## config.mk

```make
export PLATFORM = sky130hd
export DESIGN_NAME = sbsr_status_ctrl
export DESIGN_NICKNAME = d
export VERILOG_FILES = /design/src/rtl/sbsr_pkg.sv /design/src/rtl/sbsr_status_ctrl.sv /design/src/rtl/sbsr_test_timer.sv
export VERILOG_INCLUDE_DIRS = /design/src /design/src/rtl
export SDC_FILE = /design/constraint.sdc
export NUM_CORES = 1
export LEC_CHECK = 0
export BUFFER_PORTS_ARGS = -buffer_cell sky130_fd_sc_hd__buf_4
export CAP_MARGIN = 20
export CORE_ASPECT_RATIO = 0.75
export CORE_MARGIN = 2
export CORE_UTILIZATION = 45
export DETAILED_ROUTE_END_ITERATION = 10
export GPL_ROUTABILITY_DRIVEN = 0
export HOLD_SLACK_MARGIN = 0.02
export PLACE_DENSITY_LB_ADDON = 0.05
export SYNTH_ARGS = -nofsm -noshare
export SYNTH_HDL_FRONTEND = slang
export SYNTH_SLANG_ARGS = --single-unit
```

## constraint.sdc

```tcl
create_clock -name ref_clk -period 3.1 [get_ports ref_clk]
set_input_delay 0.465 -clock ref_clk [delete_from_list [all_inputs] [get_ports ref_clk]]
set_output_delay 0.465 -clock ref_clk [all_outputs]
set_load 0.03 [all_outputs]
```

## src/rtl/sbsr_regs.svh

```systemverilog
/*
 Status byte and service request constants: bit positions, reset values,
 error code and self-test timing. Assumes inclusion by bare name only.
*/
`ifndef SBSR_REGS_SVH
`define SBSR_REGS_SVH

// Status byte bit positions
`define SBSR_BIT_SPARE 0
`define SBSR_BIT_DEV 1
`define SBSR_BIT_ERRQ 2
`define SBSR_BIT_QUES 3
`define SBSR_BIT_MAV 4
`define SBSR_BIT_ESB 5
`define SBSR_BIT_MSS 6
`define SBSR_BIT_OPER 7

// Bits that take part in the summary and in the enable mask
`define SBSR_MASK_NO_MSS 8'hBF
// Enable mask after reset
`define SBSR_SRE_RESET 8'h00
// Trigger ignored error code
`define SBSR_ERR_TRIG_IGNORED (-16'sd211)
// Self-test duration in seconds and clock rate in Hz
`define SBSR_TEST_SECONDS 30
`define SBSR_CLK_HZ 125000000
// Self-test length in clock cycles
`define SBSR_TEST_CYCLES (64'd`SBSR_TEST_SECONDS * 64'd`SBSR_CLK_HZ)
// Widest channel vector held in the state record
`define SBSR_MAX_CHAN 8
// Self-test answers
`define SBSR_TEST_PASS 8'h00
`define SBSR_TEST_FAIL 8'h01

`endif

```

## src/rtl/sbsr_pkg.sv

```systemverilog
/*
 Types of the status byte and service request block.
 Assumes the constants header is on the include path.
*/
`include "sbsr_regs.svh"

package sbsr_pkg;
    // Sequencer states; idle-test differs in one bit, idle-wait in two
    typedef enum logic [1:0] {
        SBSR_IDLE = 2'b00,
        SBSR_TEST = 2'b01,
        SBSR_WAIT = 2'b11
    } sbsr_state_t;

    // Whole state of the main module
    typedef struct packed {
        sbsr_state_t state;
        logic [7:0] sre;
        logic devS;
        logic quesS;
        logic esbS;
        logic operS;
        logic [7:0] rdData;
        logic rdValid;
        logic errValid;
        logic [`SBSR_MAX_CHAN-1:0] trigPulse;
        logic ddtPulse;
        logic [7:0] testRes;
        logic testValid;
        logic clearPulse;
    } sbsr_regs_t;
endpackage

```

## src/rtl/sbsr_status_ctrl.sv

```systemverilog
/*
 Status byte, service request summary, trigger command, self-test and wait
 barrier of a common-command interface. Assumes a command parser that
 issues one-cycle command strobes synchronous to ref_clk, and queue logic
 outside that reports its own non-empty levels.
*/
`timescale 1ns/1ns
`include "sbsr_regs.svh"

module sbsr_status_ctrl #(
    parameter int NUM_CHAN = 2,
    parameter logic [63:0] TEST_CYCLES = `SBSR_TEST_CYCLES
) (
    input wire logic ref_clk,
    input wire logic rst,
    input wire logic sreWrite,
    input wire logic [7:0] sreWrData,
    input wire logic sreRead,
    input wire logic stbRead,
    input wire logic clsCmd,
    input wire logic trgCmd,
    input wire logic tstQuery,
    input wire logic waiCmd,
    input wire logic devClear,
    input wire logic devEvt,
    input wire logic quesEvt,
    input wire logic esbEvt,
    input wire logic operEvt,
    input wire logic errQueueNotEmpty,
    input wire logic msgAvail,
    input wire logic trigSrcBus,
    input wire logic [NUM_CHAN-1:0] chanWaiting,
    input wire logic ddtDefined,
    input wire logic opsPending,
    input wire logic testFail,
    output logic [7:0] rdData,
    output logic rdValid,
    output logic srqActive,
    output logic errValid,
    output logic signed [15:0] errCode,
    output logic [NUM_CHAN-1:0] trigStart,
    output logic ddtStart,
    output logic [7:0] testResult,
    output logic testValid,
    output logic statusClear,
    output logic cmdHold
);
    import sbsr_pkg::*;

    sbsr_regs_t st_r; // Registered state
    sbsr_regs_t st_nxt; // Next state
    logic [7:0] statusByte; // Live status byte, bit 6 not yet filled
    logic mss; // Master summary
    logic tmrDone; // Self-test finished pulse
    logic tmrRun; // Self-test in progress
    logic cmdOk; // Commands accepted this cycle
    logic [NUM_CHAN-1:0] chanW; // Waiting channels

    if (NUM_CHAN < 1 || NUM_CHAN > `SBSR_MAX_CHAN) begin : g_chk
        $error("sbsr_status_ctrl: NUM_CHAN out of range");
    end

    // Summary over the masked status byte, bit 6 excluded
    function automatic logic summary(input logic [7:0] sb, input logic [7:0] en);
        summary = |(sb & en & `SBSR_MASK_NO_MSS);
    endfunction

    assign chanW = chanWaiting;

    // Live status byte from sticky and level conditions
    always_comb begin
        statusByte = 8'h00; // Bit 0 stays zero
        statusByte[`SBSR_BIT_DEV] = st_r.devS;
        statusByte[`SBSR_BIT_ERRQ] = errQueueNotEmpty;
        statusByte[`SBSR_BIT_QUES] = st_r.quesS;
        statusByte[`SBSR_BIT_MAV] = msgAvail;
        statusByte[`SBSR_BIT_ESB] = st_r.esbS;
        statusByte[`SBSR_BIT_OPER] = st_r.operS;
    end

    assign mss = summary(statusByte, st_r.sre);

    // Commands are only taken with no barrier or self-test open
    assign cmdOk = (st_r.state == SBSR_IDLE) && !tmrRun;

    sbsr_test_timer #(
        .CYCLES(TEST_CYCLES)
    ) u_timer (
        .ref_clk(ref_clk),
        .rst(rst),
        .start(cmdOk && tstQuery),
        .running(tmrRun),
        .done(tmrDone)
    );

    // Next state for every register of the block
    always_comb begin
        st_nxt = st_r;
        st_nxt.rdValid = 1'b0;
        st_nxt.errValid = 1'b0;
        st_nxt.trigPulse = '0;
        st_nxt.ddtPulse = 1'b0;
        st_nxt.testValid = 1'b0;
        st_nxt.clearPulse = 1'b0;
        // Clear first, so a same-cycle event below still lands
        if (cmdOk && clsCmd) begin
            st_nxt.devS = 1'b0;
            st_nxt.quesS = 1'b0;
            st_nxt.esbS = 1'b0;
            st_nxt.operS = 1'b0;
            st_nxt.clearPulse = 1'b1; // Empties outside queues
        end
        // Events set sticky summaries; set wins over clear
        if (devEvt) begin
            st_nxt.devS = 1'b1;
        end
        if (quesEvt) begin
            st_nxt.quesS = 1'b1;
        end
        if (esbEvt) begin
            st_nxt.esbS = 1'b1;
        end
        if (operEvt) begin
            st_nxt.operS = 1'b1;
        end
        case (st_r.state)
            SBSR_IDLE: begin
                if (sreWrite) begin
                    st_nxt.sre = sreWrData & `SBSR_MASK_NO_MSS;
                end
                if (sreRead) begin
                    st_nxt.rdData = st_r.sre & `SBSR_MASK_NO_MSS;
                    st_nxt.rdValid = 1'b1;
                end else if (stbRead) begin
                    st_nxt.rdData = statusByte;
                    st_nxt.rdData[`SBSR_BIT_MSS] = mss;
                    st_nxt.rdData[`SBSR_BIT_SPARE] = 1'b0;
                    st_nxt.rdValid = 1'b1;
                end
                if (trgCmd) begin
                    if (!trigSrcBus || chanW == '0) begin
                        st_nxt.errValid = 1'b1;
                    end else if (ddtDefined) begin
                        st_nxt.ddtPulse = 1'b1;
                    end else begin
                        // Same path as a bus group trigger
                        st_nxt.trigPulse[NUM_CHAN-1:0] = chanW;
                    end
                end
                if (tstQuery) begin
                    st_nxt.state = SBSR_TEST;
                end else if (waiCmd) begin
                    st_nxt.state = SBSR_WAIT;
                end
            end
            SBSR_TEST: begin
                // Long test; nothing else runs meanwhile
                if (tmrDone) begin
                    st_nxt.testRes = testFail ? `SBSR_TEST_FAIL : `SBSR_TEST_PASS;
                    st_nxt.testValid = 1'b1;
                    st_nxt.state = SBSR_IDLE;
                end
            end
            SBSR_WAIT: begin
                // Released by completion or by device clear
                if (!opsPending || devClear) begin
                    st_nxt.state = SBSR_IDLE;
                end
            end
            default: begin
                st_nxt.state = SBSR_IDLE;
            end
        endcase
    end

    // State register
    always_ff @(posedge ref_clk or posedge rst) begin
        if (rst) begin
            st_r <= '0;
            st_r.sre <= `SBSR_SRE_RESET;
        end else begin
            st_r <= st_nxt;
        end
    end

    // Outputs
    assign rdData = st_r.rdData;
    assign rdValid = st_r.rdValid;
    assign srqActive = mss;
    assign errValid = st_r.errValid;
    assign errCode = st_r.errValid ? `SBSR_ERR_TRIG_IGNORED : 16'sh0000;
    assign trigStart = st_r.trigPulse[NUM_CHAN-1:0];
    assign ddtStart = st_r.ddtPulse;
    assign testResult = st_r.testRes;
    assign testValid = st_r.testValid;
    assign statusClear = st_r.clearPulse;
    assign cmdHold = (st_r.state != SBSR_IDLE);
endmodule

```

## src/rtl/sbsr_test_timer.sv

```systemverilog
/*
 Self-test duration counter: counts a fixed number of cycles after start
 and pulses done. Assumes start is a one-cycle pulse on ref_clk.
*/
`timescale 1ns/1ns
`include "sbsr_regs.svh"

module sbsr_test_timer #(
    parameter logic [63:0] CYCLES = `SBSR_TEST_CYCLES
) (
    input wire logic ref_clk,
    input wire logic rst,
    input wire logic start,
    output logic running,
    output logic done
);
    import sbsr_pkg::*;

    typedef struct packed {
        logic [63:0] cnt;
        logic run;
        logic done;
    } sbsr_tmr_t;

    sbsr_tmr_t tmr_r; // Registered timer state
    sbsr_tmr_t tmr_nxt; // Next timer state

    if (CYCLES < 64'd1) begin : g_chk
        $error("sbsr_test_timer: CYCLES must be at least one");
    end

    // Count down; start while running is ignored
    always_comb begin
        tmr_nxt = tmr_r;
        tmr_nxt.done = 1'b0;
        if (tmr_r.run) begin
            if (tmr_r.cnt == 64'd1) begin
                tmr_nxt.run = 1'b0; // Last cycle of the test
                tmr_nxt.done = 1'b1;
            end else begin
                tmr_nxt.cnt = tmr_r.cnt - 64'd1;
            end
        end else if (start) begin
            tmr_nxt.run = 1'b1;
            tmr_nxt.cnt = CYCLES;
        end
    end

    // State register
    always_ff @(posedge ref_clk or posedge rst) begin
        if (rst) begin
            tmr_r <= '0;
        end else begin
            tmr_r <= tmr_nxt;
        end
    end

    assign running = tmr_r.run;
    assign done = tmr_r.done;
endmodule
```

---- After elaboration in Yosys (flattened, before gate mapping) ----
Cells that the tools add are included.
storage, ports and cells
  register bits ........................... 95
  latch bits .............................. 0
  bits in writable memories ............... 0
  ROM bits ................................ 0
  input port bits ......................... 30
  output and inout bits ................... 41
  word-level logic and storage cells ...... 79
  memories ................................ 0
operators by class
  add/subtract/negate cells ............... 1
  multipliers ............................. 0
  divide/modulo/power cells ............... 0
  $lt $le $gt $ge ......................... 0
  eq/ne operators ......................... 7
  shift operators ......................... 0
  muxes and demuxes ....................... 30
  bitwise operators ....................... 1
  reductions and logical operators ........ 23
operator list
  cell                                                count
  two-way mux 65 bit                                  2
  == test 64 x 1 -> 1 bit, second input constant      1
  two-way mux 64 bit                                  1
  subtractor 64 x 1 -> 64 bit, second input constant  1
  two-way mux 9 bit                                   2
  two-way mux 16 bit                                  1
  two-way mux 2 bit                                   7
  nonzero test 2 bit                                  7
  two-way mux 1 bit                                   12
  two-way mux 3 bit                                   3
  AND 8 bit                                           1
  AND reduction 2 bit                                 4
  OR reduction 7 bit                                  1
  case mux 2 bit (3 select lines)                     1
  zero test 2 bit                                     2
  two-way mux 4 bit                                   1
  != test 2 bit, second input constant                2
  logical AND 1 bit                                   3
  zero test 1 bit                                     3
  != test 3 bit, second input constant                1
  AND reduction 3 bit                                 1
  == test 2 x 1 -> 1 bit, second input constant       1
  == test 2 bit, second input constant                1
  logical OR 1 bit                                    2
  != test 2 x 1 -> 1 bit, second input constant       1

---- Depth between registers and ports, before layout ----
  word-level depth ........................ 5
  gate-level depth with buffers ........... 10
  gate-level depth less buffers ........... 8

---- Cells and area by module ----
Synthesis repeated with hierarchy kept, for this count alone.
second synthesis, totals
  cells, all modules ...................... 541
  area total of the unflattened synthesis .. 5265.0 um2
modules (own cells, without submodules)
  module            times used  cells an instance  area an instance (um2)  seq. area each (um2)
  sbsr_test_timer   1           412                3784.9                  1651.6
  sbsr_status_ctrl  1           129                1480.2                  725.7

---- Least setup slack after synthesis ----
OpenSTA, ideal clock, no wires.
  kind .................................... reg-to-reg
  start ................................... reg u_timer.tmr_r[48] (netlist name)
  end ..................................... reg u_timer.tmr_r[15] (netlist name)
  setup time .............................. 0.134 ns
  arrival time ............................ 2.605 ns
  required time ........................... 2.966 ns
  slack ................................... 0.362 ns
  stages on the path, launching flop included .. 9
  buffers on the path ..................... 2
  clock period less this slack ............ 2.738 ns
  path through ............................ dfrtp_1 -> or4_4 -> or4_4 -> or4_4 -> buf_6 -> buf_6 -> o2111ai_1 -> xor2_1 -> nand2_1
on the way
  cells in the longest elaborated chain, start to end .. 3
RTL lines
  what                           RTL line               RTL
  from (decl)                    sbsr_test_timer.sv:25  sbsr_tmr_t tmr_r;
  from (signal assigned)         sbsr_test_timer.sv:54  tmr_r <= tmr_nxt;
  == test 64 x 1 -> 1 bit        sbsr_test_timer.sv:37  if (tmr_r.cnt == 64'd1) begin
  != test 2 bit (no line)        n/a
  AND reduction 2 bit (no line)  n/a
Every way passes these cells.
A chain may end at the register's enable or synchronous reset.

---- Worst setup path in the final report ----
  start ................................... reg u_timer.tmr_r[48] (netlist name)
  end ..................................... reg u_timer.tmr_r[20] (netlist name)
The elaborated chain is that of the path after synthesis.

==> flow_metrics.env <==
export IMPL_run_status="finished clean"
export IMPL_gr_total_overflow=0
export IMPL_area_growth_synth_to_final_pct=15.3
export IMPL_grt_total_usage=0.226
export IMPL_final_hold_violation_count=0
export IMPL_start_util=0.459
export IMPL_via_per_inst=5.88
export IMPL_die_height_um=98.0
export IMPL_final_antenna_net_count=0
export IMPL_wirelength_mm=13.6
export IMPL_power_leakage_uw=0.00236
export IMPL_netlist_cell_type_count=58
export IMPL_highest_layer="met4"
export IMPL_skew_ns=0.00482
export IMPL_synth_edf_count=0
export IMPL_chipWidth_um=129
export IMPL_ctsHoldBuffers=0
export IMPL_post_place_ws_ns=0.111
export IMPL_crit_cells=6
export IMPL_final_net_count=627
export IMPL_wl_met3_mm=1.02
export IMPL_cp_common_cell="or4_4"
export IMPL_path_max_fanout=17
export IMPL_rr_worst_depth=6
export IMPL_grt_max_degree=51
export IMPL_power_uw=2610
export IMPL_yosys_area_top_type_share=0.449
export IMPL_worst_hold_path_type="primary input to async pin"
export IMPL_slew_viol_final=0
export IMPL_slew_headroom=0.544
export IMPL_routed_wl_met2_mm=5.71
export IMPL_netlist_instances=551
export IMPL_worstPathArrival_ns=3.21
export IMPL_grt_pass1_wl_mm=22.2
export IMPL_ys_ff_latch=95
export IMPL_cts_htree_levels=3
export IMPL_p_per_area_nw_per_um2=428
export IMPL_netlist_area_um2=5300
export IMPL_cts_buffers=9
export IMPL_grt_pass1_vias=4065
export IMPL_avgSynthCellArea_um2=9.61
export IMPL_yosys_warnings=0
export IMPL_regToRegStartpoint="u_timer.tmr_r[48]$_DFFE_PP0P_"
export IMPL_setup_tns_final_ns=0
export IMPL_io_pins=71
export IMPL_cts_sinks=95
export IMPL_layout_drive_gt1_share=0.210
export IMPL_crit_type="flop to flop"
export IMPL_via_count=4483
export IMPL_critPathLaunchType="flop"
export IMPL_antenna_found_initial=0
export IMPL_finalCriticalPeriod_ns=3.01
export IMPL_cts_clk_slew_worst_paths_ns=0.07
export IMPL_cts_root_buffer="clkbuf_16"
export IMPL_drc_errors=0
export IMPL_maxCapViolCount=0
export IMPL_rsz0062_at_grt="no"
export IMPL_tightest_slew_ns=0.677
export IMPL_placedCellCount=744
export IMPL_num_antenna_cells=0
export IMPL_fmax_ghz=0.332
export IMPL_netlist_top_cells_area="dfrtp_1 45%, buf_4 4.8%, nand2_1 3.5%"
export IMPL_post_drt_wl_per_cell_um=17.8
export IMPL_path_buf_inv=0
export IMPL_drtPass1Iterations=5
export IMPL_cp_data_required_time_ns=3.30
export IMPL_layout_cells_non_filler=762
export IMPL_cp_end_kind="flop"
export IMPL_coreArea_um2=11500
export IMPL_finalSetupViolCount=0
export IMPL_clock_path_buffers=2
export IMPL_synth_commonest_cells="95 x dfrtp_1, 50 x nand2_1, 34 x buf_4, 34 x nor2_1, 27 x nor3_1"
export IMPL_post_synth_top_count_cell="dfrtp_1"
export IMPL_die_area_um2=12700
export IMPL_ff2ff_setup_slack_ns=0.09
export IMPL_met1Wirelength_mm=6.73
export IMPL_fin_util=0.530
export IMPL_crit_path_max_incr_delay_ns=0.69
export IMPL_yosys_area_top_type="dfrtp_1"
export IMPL_yosysSeqAreaShare=0.449
export IMPL_ir_drop_mv=0.300
export IMPL_clk_latency_ns=0.35
export IMPL_drt_iter0_drc=354
export IMPL_crit_family="simple AND/OR/NAND/NOR gates"
export IMPL_critical_path_cell_chain="or4_4 -> or4_4 -> or4_4 -> o211ai_4 -> or4_1 -> nand3_1"
export IMPL_cpMaxStageDelayCell="or4_4"
export IMPL_std_cell_rows=34
export IMPL_worst_slack_ns=0.0857
export IMPL_dp_hpwl_mm=9.66
export IMPL_cts_tree="done"
export IMPL_port_buffers=58
export IMPL_synthFlopType="dfrtp_1"
export IMPL_finalCritPeriodShare=0.972
export IMPL_reg2reg_to="u_timer.tmr_r[20]$_DFFE_PP0P_"
export IMPL_async_flop_share=1.00
placed cells by master, fill, tap and decap left out, types with 17 or more instances in the layout:
cell / n
nor4_1: 20
buf_4: 82
dfrtp_1: 95
nor2_1: 34
nor3_1: 26
nand2_1: 50
nand3_1: 20
or4_1: 23
a21oi_1: 17
stage by stage:
| stage | instance area, um^2 | hold slack [ns] |
|---|---|---|
| detailed placement | 5770 | 0.475 |
| CTS | 6090 | 0.215 |
| finish | 6110 | 0.188 |
| floorplan | 5330 | 0.445 |
| global route | 6110 | 0.235 |
| global placement | 5770 | 0.469 |
what timing repair did:
item,in CTS,in global routing
endpoints found under the setup margin,0,2
resized for setup,0,1
setup buffers,0,2
registers in the layout (all words and copies together), names as in the netlist:
name / count
testResult: 1
u_timer.tmr_r: 64
rdData: 8
u_timer.running: 1
rdValid: 1
trigStart: 2
statusClear: 1
ddtStart: 1
u_timer.done: 1
errValid: 1
st_r: 13
testValid: 1
logic make-up after synthesis:
kind of cell,after synthesis,share of synthesized area
AOI/OAI and AO/OA,103,0.136
xor gates and xnor gates,15,0.0248
adders and majority gates,2,0.00472
buffers and inverters,71,0.0810
DFF,95,0.449
muxes,24,0.0472
other,1,0.000708
and+or+nand+nor,240,0.257
layer usage:
layer | global-route usage | vias up
met4 | 0.0477 | 0
met2 | 0.306 | 166
met5 | 0 | -
li1 | - | 2107
met3 | 0.0510 | 15
met1 | 0.364 | 2195
how the worst max path moves through the flow:
stage / end / slack (ns) / start
floorplan: ddtStart$_DFF_PP0_ / 0.16 / rst
global placement: u_timer.tmr_r[60]$_DFFE_PP0P_ / 0.15 / u_timer.tmr_r[48]$_DFFE_PP0P_
detailed placement: u_timer.tmr_r[20]$_DFFE_PP0P_ / 0.11 / u_timer.tmr_r[48]$_DFFE_PP0P_
CTS: u_timer.tmr_r[20]$_DFFE_PP0P_ / 0.1 / u_timer.tmr_r[48]$_DFFE_PP0P_
global route: u_timer.tmr_r[28]$_DFFE_PP0P_ / 0.001 / u_timer.tmr_r[48]$_DFFE_PP0P_
finish: u_timer.tmr_r[20]$_DFFE_PP0P_ / 0.09 / u_timer.tmr_r[48]$_DFFE_PP0P_
layout make-up:
class,count,area [um^2]
clock buffer,10,229
clock inverter,6,85.1
fill,1059,5420
inverter,11,43.8
multi-input combinational,395,2530
sequential,95,2380
tap,162,203
timing repair buffer,83,636
power by group:
group / total [uW] / switching, uW / internal, uW
Clock: 1180 / 475 / 704
Sequential: 1280 / 18.0 / 1260
Combinational: 153 / 89.5 / 63.3
Note: power is estimated with default switching activity, not from simulation.
